## config.mk

```make
export PLATFORM = sky130hd
export DESIGN_NAME = ext_bus_unit
export DESIGN_NICKNAME = d
export VERILOG_FILES = /design/src/hdl/ebus_pkg.sv /design/src/hdl/cs_if.sv /design/src/hdl/ext_bus_unit.sv /design/src/hdl/range_decode.sv
export VERILOG_INCLUDE_DIRS = /design/src /design/src/hdl
export SDC_FILE = /design/constraint.sdc
export NUM_CORES = 1
export LEC_CHECK = 0
export ABC_AREA = 1
export BUFFER_PORTS_ARGS = -buffer_cell sky130_fd_sc_hd__buf_2
export CAP_MARGIN = 20
export CORE_AREA = 3 3 260 262
export CTS_CLUSTER_SIZE = 16
export DETAILED_ROUTE_END_ITERATION = 10
export DIE_AREA = 0 0 263 265
export HOLD_SLACK_MARGIN = 0.06
export PLACE_DENSITY = 0.52
export SKIP_LAST_GASP = 1
export SLEW_MARGIN = 20
export SYNTH_ARGS = -nofsm -noshare
export SYNTH_HDL_FRONTEND = slang
export SYNTH_SLANG_ARGS = --single-unit
```

## constraint.sdc

```tcl
create_clock -name i_core_clk -period 3.7 [get_ports i_core_clk]
set_clock_uncertainty 0.15 [all_clocks]
set_input_delay 0.185 -clock i_core_clk [delete_from_list [all_inputs] [get_ports i_core_clk]]
set_output_delay 0.185 -clock i_core_clk [all_outputs]
set_load 0.02 [all_outputs]
```

## src/hdl/ebus_defs.svh

```systemverilog
`ifndef EBUS_DEFS_SVH
`define EBUS_DEFS_SVH

// counts of selects and field widths
`define RANGE_CNT 5
`define SEL_CNT 6
`define BOOT_SEL 0
`define WAIT_W 4
`define SID_W 4
`define WADR_W 26
`define DRAM_W 12

// address bit positions
`define WADR_MSB 27
`define WADR_LSB 2
`define DRAM_ROW_MSB 25
`define DRAM_ROW_LSB 14
`define DRAM_COL_MSB 13
`define TOP_ZERO 4'h0
`define WORD_STEP 32'h4

// bus width codes
`define WIDTH_8 2'h0
`define WIDTH_16 2'h1
`define WIDTH_32 2'h2
`define MASK_8 32'h0000_00ff
`define MASK_16 32'h0000_ffff
`define MASK_32 32'hffff_ffff

// access size codes
`define SIZE_BYTE 2'h0
`define SIZE_HALF 2'h1
`define SIZE_WORD 2'h2
`define SIZE_DOUBLE 2'h3

// lane numbers and idle level of active-low pins
`define LANE2 2'h2
`define LANE3 2'h3
`define INACTIVE_N 1'b1

`endif

```

## src/hdl/ebus_pkg.sv

```systemverilog
package ebus_pkg;
`include "ebus_defs.svh"

    typedef logic [31:0] addr_t;
    typedef logic [`WAIT_W-1:0] wait_t;
    typedef addr_t [`RANGE_CNT-1:0] range_arr_t;
    typedef wait_t [`SEL_CNT-1:0] wait_arr_t;

    typedef enum logic [2:0] {
        ST_IDLE = 3'b001,
        ST_WAIT = 3'b010,
        ST_DONE = 3'b100
    } bus_st_e;

    // one synchroniser stage of every pin input
    typedef struct packed {
        logic [`WADR_W-1:0] wadr;
        logic [`SID_W-1:0] sid;
        logic strobe_n;
        logic ready_n;
        logic [31:0] data;
        logic grant;
        logic psel;
    } pins_s;

    typedef struct packed {
        bus_st_e state;
        pins_s s1;
        pins_s s2;
        addr_t addr;
        logic [`SID_W-1:0] asi;
        logic write;
        logic [1:0] size;
        logic [1:0] width;
        logic dram;
        logic psel;
        logic [31:0] wdata2;
        logic second;
        logic grant_cyc;
        wait_t cnt;
        wait_t lim;
        logic [`WADR_W-1:0] adr_out;
        logic adr_oe;
        logic [`SID_W-1:0] sid_out;
        logic sid_oe;
        logic strobe_n;
        logic strobe_oe;
        logic lane2_n;
        logic lane3_n;
        logic [31:0] dat_out;
        logic [31:0] dat_oe;
        logic gen_rdy_n;
        logic boot_n;
        logic [`RANGE_CNT-1:0] range_n;
        logic busy;
        logic granted;
        logic ack;
        logic [31:0] rdata;
        logic misalign;
    } bus_s;

endpackage : ebus_pkg

```

## src/hdl/cs_if.sv

```systemverilog
`timescale 1ns/1ps
`include "ebus_defs.svh"
// address and range settings in, selects and wait limit out
interface cs_if;
    import ebus_pkg::*;
    addr_t addr;
    logic enable;
    range_arr_t base;
    range_arr_t mask;
    wait_arr_t waits;
    logic [`SEL_CNT-1:0] sel;
    wait_t lim;
    modport decoder(input addr, enable, base, mask, waits, output sel, lim);
    modport user(output addr, enable, base, mask, waits, input sel, lim);
endinterface : cs_if

```

## src/hdl/ext_bus_unit.sv

```systemverilog
// How it works
// - drive 26-bit word address on address pins 27 to 2
// - on 8/16-bit buses put address bits 1 and 0 on lanes 2 and 3
// - bus grant releases address pins, which feed select and wait logic
// - granted address gets bits 31 to 28 forced to zero
// - with DRAM on, row then column go on address pins 13 to 2
// - a 4-bit space identifier goes out with every own access while pin select is high
// - space pins carry identifier when pin select high, else address 28..31
// - space pins switch with the address pins at cycle start, but hold at the DRAM column switch
// - granted with select low, space pins are inputs, upper bits zero
// - cycle strobe low for exactly the first clock of each cycle
// - cycle starts at strobe, ends on external or generated ready
// - granted master's strobe triggers select and wait logic
// - range selects need a range hit and the select enable bit
// - boot select has no range and is always enabled
// - each range has a wait count; ready generated when it elapses
// - 32-bit two-way data bus, driven on writes, sampled on reads
// - accesses aligned by size: half even, word 4, double 8
// - 8-bit bus uses data 7:0, 16-bit bus uses data 15:0
// - all bus timing taken from the core clock input
`timescale 1ns/1ps
`include "ebus_defs.svh"
module ext_bus_unit (
    input wire logic i_core_clk,
    input wire logic i_reset_n,
    // core side requests
    input wire logic i_req,
    input wire ebus_pkg::addr_t i_req_addr,
    input wire logic [`SID_W-1:0] i_req_asi,
    input wire logic i_req_write,
    input wire logic [1:0] i_req_size,
    input wire logic [31:0] i_req_wdata,
    input wire logic [31:0] i_req_wdata2,
    output logic o_busy,
    output logic o_granted,
    output logic o_ack,
    output logic [31:0] o_rdata,
    output logic o_misalign,
    // configuration
    input wire logic [1:0] i_bus_width,
    input wire logic i_dram_enable,
    input wire logic i_select_enable,
    input wire ebus_pkg::range_arr_t i_range_base_setting,
    input wire ebus_pkg::range_arr_t i_range_mask,
    input wire ebus_pkg::wait_arr_t i_wait_count,
    // pins
    input wire logic [`WADR_W-1:0] i_address_in,
    output logic [`WADR_W-1:0] o_address_out,
    output logic o_address_oe,
    input wire logic [`SID_W-1:0] i_space_in,
    output logic [`SID_W-1:0] o_space_out,
    output logic o_space_oe,
    input wire logic i_space_pin_select,
    input wire logic i_cycle_strobe_n,
    output logic o_cycle_strobe_n,
    output logic o_cycle_strobe_oe,
    output logic o_byte_lane2_enable_n,
    output logic o_byte_lane3_enable_n,
    input wire logic [31:0] i_data_in,
    output logic [31:0] o_data_out,
    output logic [31:0] o_data_oe,
    input wire logic i_ready_n,
    output logic o_generated_ready_n,
    output logic o_boot_select_n,
    output logic [`RANGE_CNT-1:0] o_range_select_n,
    input wire logic i_bus_grant
);
    import ebus_pkg::*;

    // pin stages start at the idle pin levels, so no false strobe or ready follows reset
    localparam pins_s PINS_IDLE = '{strobe_n: `INACTIVE_N, ready_n: `INACTIVE_N,
        psel: `INACTIVE_N, default: '0};

    localparam bus_s BUS_RESET = '{state: ST_IDLE, s1: PINS_IDLE, s2: PINS_IDLE,
        strobe_n: `INACTIVE_N,
        lane2_n: `INACTIVE_N, lane3_n: `INACTIVE_N, gen_rdy_n: `INACTIVE_N,
        boot_n: `INACTIVE_N, range_n: {`RANGE_CNT{`INACTIVE_N}}, default: '0};

    bus_s q;
    bus_s d;
    addr_t start_addr;
    cs_if cs();

    range_decode u_decode (
        .bus(cs)
    );

    function automatic logic aligned(logic [1:0] sz, addr_t a);
        unique case (sz)
            `SIZE_BYTE: return 1'b1;
            `SIZE_HALF: return !a[0];
            `SIZE_WORD: return a[1:0] == 2'h0;
            `SIZE_DOUBLE: return a[2:0] == 3'h0;
        endcase
    endfunction : aligned

    // data lines in use for a bus width
    function automatic logic [31:0] width_mask(logic [1:0] w);
        if (w == `WIDTH_8) begin
            return `MASK_8;
        end else if (w == `WIDTH_16) begin
            return `MASK_16;
        end
        return `MASK_32;
    endfunction : width_mask

    // active-low lane 2 and 3 enables
    function automatic logic [1:0] lanes(logic [1:0] w, logic [1:0] sz, logic [1:0] a);
        logic en2;
        logic en3;
        en2 = (sz >= `SIZE_WORD) || (sz == `SIZE_HALF && a[1]) || (a == `LANE2);
        en3 = (sz >= `SIZE_WORD) || (sz == `SIZE_HALF && a[1]) || (a == `LANE3);
        if (w != `WIDTH_32) begin
            return a;
        end
        return {~en2, ~en3};
    endfunction : lanes

    // narrow writes move the addressed big-endian byte or half to the low lines
    function automatic logic [31:0] place(logic [1:0] w, logic [1:0] a, logic [31:0] wd);
        logic [31:0] sh;
        sh = wd;
        if (w == `WIDTH_8) begin
            sh = wd >> {~a, 3'h0};
        end else if (w == `WIDTH_16) begin
            sh = wd >> {~a[1], 4'h0};
        end
        return sh & width_mask(w);
    endfunction : place

    // load an own cycle and drive its first clock
    function automatic bus_s start_cycle(bus_s s, addr_t a, logic [`SID_W-1:0] asi,
            logic wr, logic [1:0] sz, logic [1:0] w, logic dram, logic psel,
            logic [31:0] wd);
        bus_s r;
        r = s;
        r.addr = a;
        r.asi = asi;
        r.write = wr;
        r.size = sz;
        r.width = w;
        r.dram = dram;
        r.psel = psel;
        r.second = 1'b0;
        r.grant_cyc = 1'b0;
        r.cnt = '0;
        r.state = ST_WAIT;
        r.adr_out = {a[`WADR_MSB:`DRAM_ROW_LSB],
            dram ? a[`DRAM_ROW_MSB:`DRAM_ROW_LSB] : a[`DRAM_COL_MSB:`WADR_LSB]};
        r.sid_out = psel ? asi : {a[28], a[29], a[30], a[31]};
        r.adr_oe = 1'b1;
        r.sid_oe = 1'b1;
        r.strobe_oe = 1'b1;
        r.strobe_n = 1'b0;
        {r.lane2_n, r.lane3_n} = lanes(w, sz, a[1:0]);
        r.dat_out = place(w, a[1:0], wd);
        r.dat_oe = wr ? width_mask(w) : '0;
        return r;
    endfunction : start_cycle

    // decode the starting address in idle, the held one during a cycle
    assign start_addr = q.s2.grant ? {`TOP_ZERO, q.s2.wadr, 2'h0} : i_req_addr;
    assign cs.addr = (q.state == ST_IDLE) ? start_addr : q.addr;
    assign cs.enable = i_select_enable;
    assign cs.base = i_range_base_setting;
    assign cs.mask = i_range_mask;
    assign cs.waits = i_wait_count;

    // next state of the whole unit
    always_comb begin
        d = q;
        d.s1 = '{wadr: i_address_in, sid: i_space_in, strobe_n: i_cycle_strobe_n,
            ready_n: i_ready_n, data: i_data_in, grant: i_bus_grant,
            psel: i_space_pin_select};
        d.s2 = q.s1;
        d.ack = 1'b0;
        d.misalign = 1'b0;
        d.gen_rdy_n = `INACTIVE_N;
        unique case (q.state)
            ST_IDLE: begin
                // address pins hold their last value between cycles
                d.adr_oe = !q.s2.grant;
                d.sid_oe = !q.s2.grant;
                d.strobe_oe = !q.s2.grant;
                d.dat_oe = '0;
                if (q.s2.grant) begin
                    if (!q.s2.strobe_n) begin
                        d.addr = start_addr;
                        d.asi = q.s2.psel ? '0 : q.s2.sid;
                        d.grant_cyc = 1'b1;
                        d.second = 1'b0;
                        d.cnt = '0;
                        d.lim = cs.lim;
                        d.boot_n = !cs.sel[`BOOT_SEL];
                        d.range_n = ~cs.sel[`SEL_CNT-1:1];
                        d.state = ST_WAIT;
                    end
                end else if (i_req) begin
                    if (!aligned(i_req_size, i_req_addr)) begin
                        d.misalign = 1'b1;
                    end else begin
                        d = start_cycle(d, i_req_addr, i_req_asi, i_req_write, i_req_size,
                            i_bus_width, i_dram_enable, q.s2.psel, i_req_wdata);
                        d.wdata2 = i_req_wdata2;
                        d.lim = cs.lim;
                        d.boot_n = !cs.sel[`BOOT_SEL];
                        d.range_n = ~cs.sel[`SEL_CNT-1:1];
                    end
                end
            end
            ST_WAIT: begin
                d.strobe_n = `INACTIVE_N;
                d.cnt = q.cnt + 1'b1;
                if (q.dram && !q.grant_cyc && q.cnt == '0) begin
                    d.adr_out[`DRAM_W-1:0] = q.addr[`DRAM_COL_MSB:`WADR_LSB];
                end
                if (q.cnt == q.lim) begin
                    d.gen_rdy_n = 1'b0;
                    d.state = ST_DONE;
                end else if (!q.s2.ready_n) begin
                    d.state = ST_DONE;
                end
            end
            ST_DONE: begin
                d.cnt = '0;
                d.dat_oe = '0;
                d.state = ST_IDLE;
                if (!q.grant_cyc) begin
                    d.ack = 1'b1;
                    d.rdata = q.s2.data & width_mask(q.width);
                end
                if (!q.grant_cyc && q.size == `SIZE_DOUBLE && !q.second) begin
                    d = start_cycle(d, q.addr + `WORD_STEP, q.asi, q.write, q.size,
                        q.width, q.dram, q.psel, q.wdata2);
                    d.second = 1'b1;
                end else begin
                    d.boot_n = `INACTIVE_N;
                    d.range_n = {`RANGE_CNT{`INACTIVE_N}};
                    // a grant that came mid cycle takes the pins as the cycle ends
                    d.adr_oe = !q.s2.grant;
                    d.sid_oe = !q.s2.grant;
                    d.strobe_oe = !q.s2.grant;
                end
            end
        endcase
        d.busy = d.state != ST_IDLE;
        d.granted = q.s2.grant;
    end

    // single register of all state, on the core clock
    always_ff @(posedge i_core_clk or negedge i_reset_n) begin
        if (!i_reset_n) begin
            q <= BUS_RESET;
        end else begin
            q <= d;
        end
    end

    // outputs straight from the state register
    assign o_busy = q.busy;
    assign o_granted = q.granted;
    assign o_ack = q.ack;
    assign o_rdata = q.rdata;
    assign o_misalign = q.misalign;
    assign o_address_out = q.adr_out;
    assign o_address_oe = q.adr_oe;
    assign o_space_out = q.sid_out;
    assign o_space_oe = q.sid_oe;
    assign o_cycle_strobe_n = q.strobe_n;
    assign o_cycle_strobe_oe = q.strobe_oe;
    assign o_byte_lane2_enable_n = q.lane2_n;
    assign o_byte_lane3_enable_n = q.lane3_n;
    assign o_data_out = q.dat_out;
    assign o_data_oe = q.dat_oe;
    assign o_generated_ready_n = q.gen_rdy_n;
    assign o_boot_select_n = q.boot_n;
    assign o_range_select_n = q.range_n;

    // checks on the unit's own behaviour
    strobe_one_clk_a: assert property (@(posedge i_core_clk) disable iff (!i_reset_n)
        $fell(o_cycle_strobe_n) |=> o_cycle_strobe_n && o_busy)
        else $error("strobe low for more than one clock");

    grant_release_a: assert property (@(posedge i_core_clk) disable iff (!i_reset_n)
        o_granted && !o_busy |-> !o_address_oe && !o_space_oe && !o_cycle_strobe_oe)
        else $error("pins driven while granted and idle");

    grant_top_zero_a: assert property (@(posedge i_core_clk) disable iff (!i_reset_n)
        q.grant_cyc && o_busy |-> q.addr[31:28] == `TOP_ZERO)
        else $error("granted address top bits not zero");

    space_pin_map_a: assert property (@(posedge i_core_clk) disable iff (!i_reset_n)
        $fell(o_cycle_strobe_n) |-> o_space_out == (q.psel ? q.asi
            : {q.addr[28], q.addr[29], q.addr[30], q.addr[31]}))
        else $error("space pins carry wrong source");

    lane_narrow_a: assert property (@(posedge i_core_clk) disable iff (!i_reset_n)
        !o_cycle_strobe_n && q.width != `WIDTH_32
        |-> {o_byte_lane2_enable_n, o_byte_lane3_enable_n} == q.addr[1:0])
        else $error("lanes 2 and 3 do not carry address bits 1 and 0");

    select_enable_a: assert property (@(posedge i_core_clk) disable iff (!i_reset_n)
        $fell(&o_range_select_n) |-> $past(i_select_enable))
        else $error("range select without select enable");

    wait_ready_a: assert property (@(posedge i_core_clk) disable iff (!i_reset_n)
        $fell(o_generated_ready_n) |-> $past(q.cnt) == $past(q.lim) && $past(q.state) == ST_WAIT)
        else $error("generated ready not at wait count");

    cycle_release_a: assert property (@(posedge i_core_clk) disable iff (!i_reset_n)
        q.state == ST_DONE && (q.grant_cyc || q.size != `SIZE_DOUBLE || q.second)
        |=> o_boot_select_n && &o_range_select_n && q.cnt == '0)
        else $error("select or wait count kept after cycle end");

    start_aligned_a: assert property (@(posedge i_core_clk) disable iff (!i_reset_n)
        $fell(o_cycle_strobe_n)
        |-> (q.second ? q.addr[2:0] == 3'h4 : aligned(q.size, q.addr)))
        else $error("misaligned access started");

    narrow_data_a: assert property (@(posedge i_core_clk) disable iff (!i_reset_n)
        q.width == `WIDTH_8 |-> o_data_oe[31:8] == '0)
        else $error("upper data lines driven on 8-bit bus");

endmodule : ext_bus_unit

```

## src/hdl/range_decode.sv

```systemverilog
`timescale 1ns/1ps
`include "ebus_defs.svh"
module range_decode (
    cs_if.decoder bus
);
    import ebus_pkg::*;

    logic [`SEL_CNT-1:0] sel_v;
    wait_t lim_v;
    logic found;

    // address bits under a set mask bit are ignored
    function automatic logic in_range(addr_t a, addr_t b, addr_t m);
        return ((a ^ b) & ~m) == '0;
    endfunction : in_range

    // lowest numbered matching range wins; boot select takes the rest
    always_comb begin
        sel_v = '0;
        lim_v = bus.waits[`BOOT_SEL];
        found = 1'b0;
        for (int k = 0; k < `RANGE_CNT; k++) begin
            if (!found && bus.enable && in_range(bus.addr, bus.base[k], bus.mask[k])) begin
                sel_v[k+1] = 1'b1;
                lim_v = bus.waits[k+1];
                found = 1'b1;
            end
        end
        if (!found) begin
            sel_v[`BOOT_SEL] = 1'b1;
        end
    end

    assign bus.sel = sel_v;
    assign bus.lim = lim_v;

endmodule : range_decode

```

Word-level counts from Yosys, hierarchy flattened

Index checks and enable logic that the tools add are counted.

Register bits: 363
Bits in latches: 0
Memory bits (writable): 0
Bits in read-only memories: 0
Input bits: 520
Output and inout bits: 143
Logic and storage cells: 277
Memories kept: 0

Add/subtract/negate cells: 2
Multipliers: 0
Divide/modulo/power cells: 0
Order comparisons: 2
Equality and inequality tests: 28
Shift operators: 4
Mux-type cells: 112
Bitwise gates (word level): 31
Reductions and logical operators: 52

Operator list:

| operator              | count |
|---|---|
| $mux 32               | 29 |
| $pmux 209 s2          | 1 |
| $mux 363              | 1 |
| $mux 362              | 1 |
| $and 32x32->32        | 8 |
| $mux 245              | 1 |
| $logic_not 32->1      | 5 |
| $not 32->32           | 5 |
| $xor 32x32->32        | 5 |
| $pmux 67 s2           | 1 |
| $mux 132              | 1 |
| $shr 32x5->32         | 4 |
| $mux 36               | 3 |
| $mux 101              | 1 |
| $pmux 42 s2           | 1 |
| $mux 67               | 1 |
| $mux 39               | 1 |
| $mux 1                | 36 |
| $mux 12               | 3 |
| $mux 4                | 9 |
| $pmux 12 s3           | 1 |
| $pmux 18 s2           | 1 |
| $mux 33               | 1 |
| $add 32x3->32 const B | 1 |
| 35 further kinds      | 110 |

Logic depth before layout (Yosys ltp)

Depth in word-level cells: 29
Gate-level depth with buffers: 24
Mapped depth without buffers: 22

By module

From an unflattened synthesis, not the netlist that was laid out.

Cells, all modules: 3157
Area, all modules: 21239.1 um^2

By module, submodules not included:

| module       | times used | cells an instance | area an instance (um^2) | seq. area each (um^2) |
|---|---|---|---|---|
| ext_bus_unit | 1          | 2122              | 16656.0                 | 8329.2 |
| range_decode | 1          | 1035              | 4583.1                  | 0.0 |

Worst setup path after synthesis

OpenSTA, ideal clock, no wires.

Kind: reg2reg
Start: register q[360] in the netlist's numbering
End: register q[143] in the netlist's numbering
Arrival time: 2.381 ns
Required time: 3.434 ns
Path slack: 1.053 ns
Stages on the path, launching flop included: 20
Path buffers: 1
Period minus slack after synthesis: 2.647 ns
Cell sequence: dfstp_2 nand2_1 nor2_4 buf_12 nand2_2 nand2_2 nand2_1 nand3b_1 nand2_1 nor2_1 nand2_1 nor2_2 nand2_4 nand3_4 nand4_4 or2_0 nand2_1 nand2_1 nand2_1 nand2_1

Cells in the longest elaborated chain, start to end: 27
Elaborated cells on any way between the ends: 47

Ends and longest elaborated chain:

| item                            | RTL line                                 | source |
|---|---|---|
| from (decl)                     | ext_bus_unit.sv:79                       | `bus_s q;` |
| from (signal assigned)          | ext_bus_unit.sv:253                      | `q <= BUS_RESET;` |
| from (signal assigned)          | ext_bus_unit.sv:255                      | `q <= d;` |
| $eq 3x1->1                      | ext_bus_unit.sv:163, ext_bus_unit.sv:179 |  |
| $mux 32                         | ext_bus_unit.sv:163                      | `assign cs.addr = (q.state == ST_IDLE) ? start_addr : q.addr;` |
| $xor 32x32->32                  | range_decode.sv:14                       | `return ((a ^ b) & ~m) == '0;` |
| $and 32x32->32                  | range_decode.sv:14                       |  |
| $logic_not 32->1                | range_decode.sv:14                       |  |
| $logic_and 1x1->1               | range_decode.sv:23                       | `if (!found && bus.enable && in_range(bus.addr, bus.base[k], bus.mask[k])) begin` |
| $mux 1                          | range_decode.sv:23                       |  |
| $logic_not 1->1                 | range_decode.sv:23                       |  |
| (+10 left out)                  | -                                        |  |
| $mux 1                          | range_decode.sv:23                       |  |
| $logic_not 1->1                 | range_decode.sv:23                       |  |
| $logic_and 1x1->1 (2 in series) | range_decode.sv:23                       |  |
| $mux 4                          | range_decode.sv:23                       |  |
| $mux 362                        | ext_bus_unit.sv:199                      | `if (!aligned(i_req_size, i_req_addr)) begin` |
| $mux 363                        | ext_bus_unit.sv:198                      | `end else if (i_req) begin` |
| $mux 10                         | ext_bus_unit.sv:186                      | `if (q.s2.grant) begin` |
| $pmux 18 s2                     | ext_bus_unit.sv:179                      | `unique case (q.state)` |

Parallel ways exist; a longest one is shown, timed or not. The select of a mux whose other input is x is not followed.
A chain may end at the register's enable or synchronous reset.

Worst setup path after layout

Same ends and word-level chain as after synthesis.

==> results.cfg <==
[critical_path]
critPathTopFamily = simple AND/OR/NAND/NOR gates
crit_slowest_cell = dfstp_2
worstSetupStartpointType = flop
critPathKind = reg2reg
path_cells = nand2_1 > nor2_4 > buf_12 > buf_4 > nand2_1 > nand2_1 > buf_4 > nand2_1 > nand3b_1 > nand2_1 > inv_1 > nand2_1 > nor2_1 > nand3_2 > nand4_4 > nand2_1 > inv_1 > nand2_1 > nand2_1 > nand2_1 > nand2_1 > nand2_1
path_max_fanout = 35
critPathLaunch = q[360]$_DFF_PN1_
endpoint_kind = flop
reg2reg_slack_ns = 0.19
r2r_end = q[143]$_DFFE_PN0P_
cp_common_cell = nand2_1
worst-path-buf-inv = 5
cpPeakStageDelay_ns = 0.57
reg2regPathDepth = 22
r2r_start = q[360]$_DFF_PN1_
cp_data_arrival_time_ns = 3.80
worstPathRequired_ns = 3.99

[cells_and_area]
drive_above_1_share = 0.2400
area_delta_synth_final_pct = 33.92
utilization = 0.4203
fin_nets = 4150

[placed_design]
pre_cts_ws_ns = 0.2300
hpwl_mm = 82.68
gp_congestion = 1.038
port_buffers = 662

[clock_network]
cts-root-buf = clkbuf_16
cts_inserted_buffers = 39
clock_latency_ns = 0.56
cts_setup_buffers = 0
cts_sinks = 332
cts_tree = done
cts.path.max_buffers = 3
clk_pin_slew_ns = 0.06
htree_levels = 2

[pwr]
power_density_nw_per_um2 = 655.8
pwr-share-seq = 0.305
pwr-share-comb = 0.474
internal_power_mw = 9.800
clkPwrFrac = 0.221
switching_power_mw = 8.288
peakVddDrop_uv = 415.2
swShare = 0.4582
p_leak_nw = 14.71

[floorplan]
die_x_um = 263
dieArea_um2 = 69700
io_pins = 663
fp-row-count = 94
die_h_um = 265
core_area_um2 = 65630
start_util = 0.3138

[sta]
slew_viol_final = 0
finalHoldViolCount = 0
finalSetupTns_ns = 0
period_share = 0.9478
fmax_mhz = 285.2
finalSetupViolCount = 0
fin_crit_ns = 3.507
worst_pin_slew_ns = 1.086
setup_ws_ns = 0.1932
maxSlewHeadroom = 0.2762
grt_setup_unrepaired = false

[routing]
drt_iter0_markers = 2240
drc = 0
via_count = 22500
routed_wl_mm = 101.1
postRouteAntennaNets = 0
wl_per_cell_um = 22.27
viasPerCell = 4.956
drtPass1Iterations = 5

[grt]
antenna_found_initial = 23
first_global_vias = 21870
grtUsageTotal = 0.2785
grt_max_degree = 91
grt_pass1_wl_mm = 145.5
grt_overflow = 0

[job]
drv_cap = 0

[logic_synthesis]
syn_area_um2 = 20590
synth-warning-count = 0
synth.distinct_cells = 57
synthXorXnorAreaFrac = 0.01488
synthMuxAreaShare = 0.004313
avgSynthCellArea_um2 = 7.136
synth_top_cell_by_area = dfrtp_1
synth_seq_cells = 332
synth-edff-count = 0
synth_top_cells_by_area = dfrtp_1 (38%), nand2_1 (16%), inv_1 (6.7%)
synth_ff_type = dfrtp_1
netlist.area_leader.share = 0.3827
async_reset_ff_frac = 1.000
synth_cells = 2886
synth-simple-area-share = 0.3261
synth-adder-area-share = 0.001823
ys_seq_area_frac = 0.4044
synth_top_family_by_area = simple AND/OR/NAND/NOR gates
synth_nets = 3409
synth_compound_area_frac = 0.1116

[min_path]
hold_path.class = in2reg
hold_depth = 9
hp-start = i_wait_count[2]
min_to = q[145]$_DFFE_PN0P_

[run_status]
status = complete, no violations
## worst max-delay path by stage
stage | cells past startpoint | end
after CTS | 22 | q[143]$_DFFE_PN0P_
final | 22 | q[143]$_DFFE_PN0P_
after detailed placement | 21 | q[146]$_DFFE_PN0P_
after global placement | 22 | q[144]$_DFFE_PN0P_
after floorplan | 19 | q[143]$_DFFE_PN0P_
after global routing | 22 | q[143]$_DFFE_PN0P_
## repair_timing
action                                  4_1_cts  5_1_grt
resized for setup                             0        5
endpoints found under the hold margin       280        0
endpoints found under the setup margin        0        4
hold buffers                                210        0
## cell type report
type | instances | area [µm²]
inverter | 373 | 1400
clock inverter | 12 | 165.2
clock buffer | 60 | 1166
fill | 6939 | 38050
antenna | 19 | 47.55
timing repair buffer | 926 | 5906
sequential | 332 | 8330
tap | 864 | 1081
multi-input combinational | 1955 | 9484
## tightest hold or removal path: cells and delay by family
kind / cells / cell delay [ns]
simple gates: 7 / 0.46
buf+inv: 2 / 0.14
## metal layers
layer | part of all wire | track usage | vias to the layer above
met2 | 0.48 | 0.4760 | 976
met4 | 0.031 | 0.08210 | 6
met5 | 0.00035 | 0 | -
met3 | 0.073 | 0.04539 | 157
met1 | 0.41 | 0.3633 | 10700
li1 | - | - | 10660
## cell usage after synthesis (all sizes together) (7+ instances only)
cell type and instances:
a21oi 92, a22oi 11, a31oi 28, buf 165, clkbuf 61, dfrtp 315
dfstp 17, inv 372, mux2 7, nand2 898, nand3 218, nand3b 104
nand4 39, nor2 205, nor3 16, o211ai 14, o21ai 182, o221ai 25
o22ai 31, or2 18, xnor2 11, xor2 24
## cells in the final DEF (no fill, tap or decap), types with 19 or more instances in the layout
cell             n
buf_2          661
o22ai_1         31
diode_2         19
o21ai_0        178
nand2_2         28
dfrtp_1        314
o221ai_1        25
nor2_1         195
a31oi_1         28
xor2_1          24
nand4_1         38
dlygate4sd3_1  210
nand2_1        863
a21oi_1         92
buf_4           48
clkbuf_16       40
nand3b_1       104
nand3_1        213
inv_1          366
## flip-flops by register name (all words and copies together) (netlist names)
name,cells
d,1
o_ack,1
o_address_oe,1
o_address_out,26
o_boot_select_n,1
o_busy,1
o_byte_lane2_enable_n,1
o_byte_lane3_enable_n,1
o_cycle_strobe_n,1
o_data_oe,3
o_data_out,32
o_generated_ready_n,1
o_granted,1
o_misalign,1
o_range_select_n,5
o_rdata,32
o_space_out,4
q,219
## logic make-up (layout without fill, tap and decap cells)
group,Yosys count,count (layout)
xor gates and xnor gates,35,35
other,0,19
AOI/OAI and AO/OA,401,401
DFF,332,332
buffers and inverters,599,1371
muxes,8,8
adders and majority gates,3,3
and+or+nand+nor,1508,1508
## per-stage QoR
step | hold slack (ns) | cell area, µm² | instances | power, mW
after global placement | 0.1158 | 24080 | 4240 | 13.83
after floorplan | -0.2606 | 20590 | 2886 | 11.25
after CTS | 0.06384 | 27510 | 4522 | 18.11
final | 0.09559 | 27580 | 4541 | 18.09
after detailed placement | 0.1140 | 24080 | 4240 | 13.83
after global routing | 0.09474 | 27570 | 4537 | 19.23
## power by group through the flow
stage	logic [mW]	registers [mW]	clock network, mW
after floorplan	5.98	5.27	0
after global placement	8.29	5.54	0
after detailed placement	8.29	5.55	0
after CTS	8.52	5.50	4.10
after global routing	9.35	5.64	4.24
final	8.57	5.52	4.00
(Power assumes the default switching activity.)
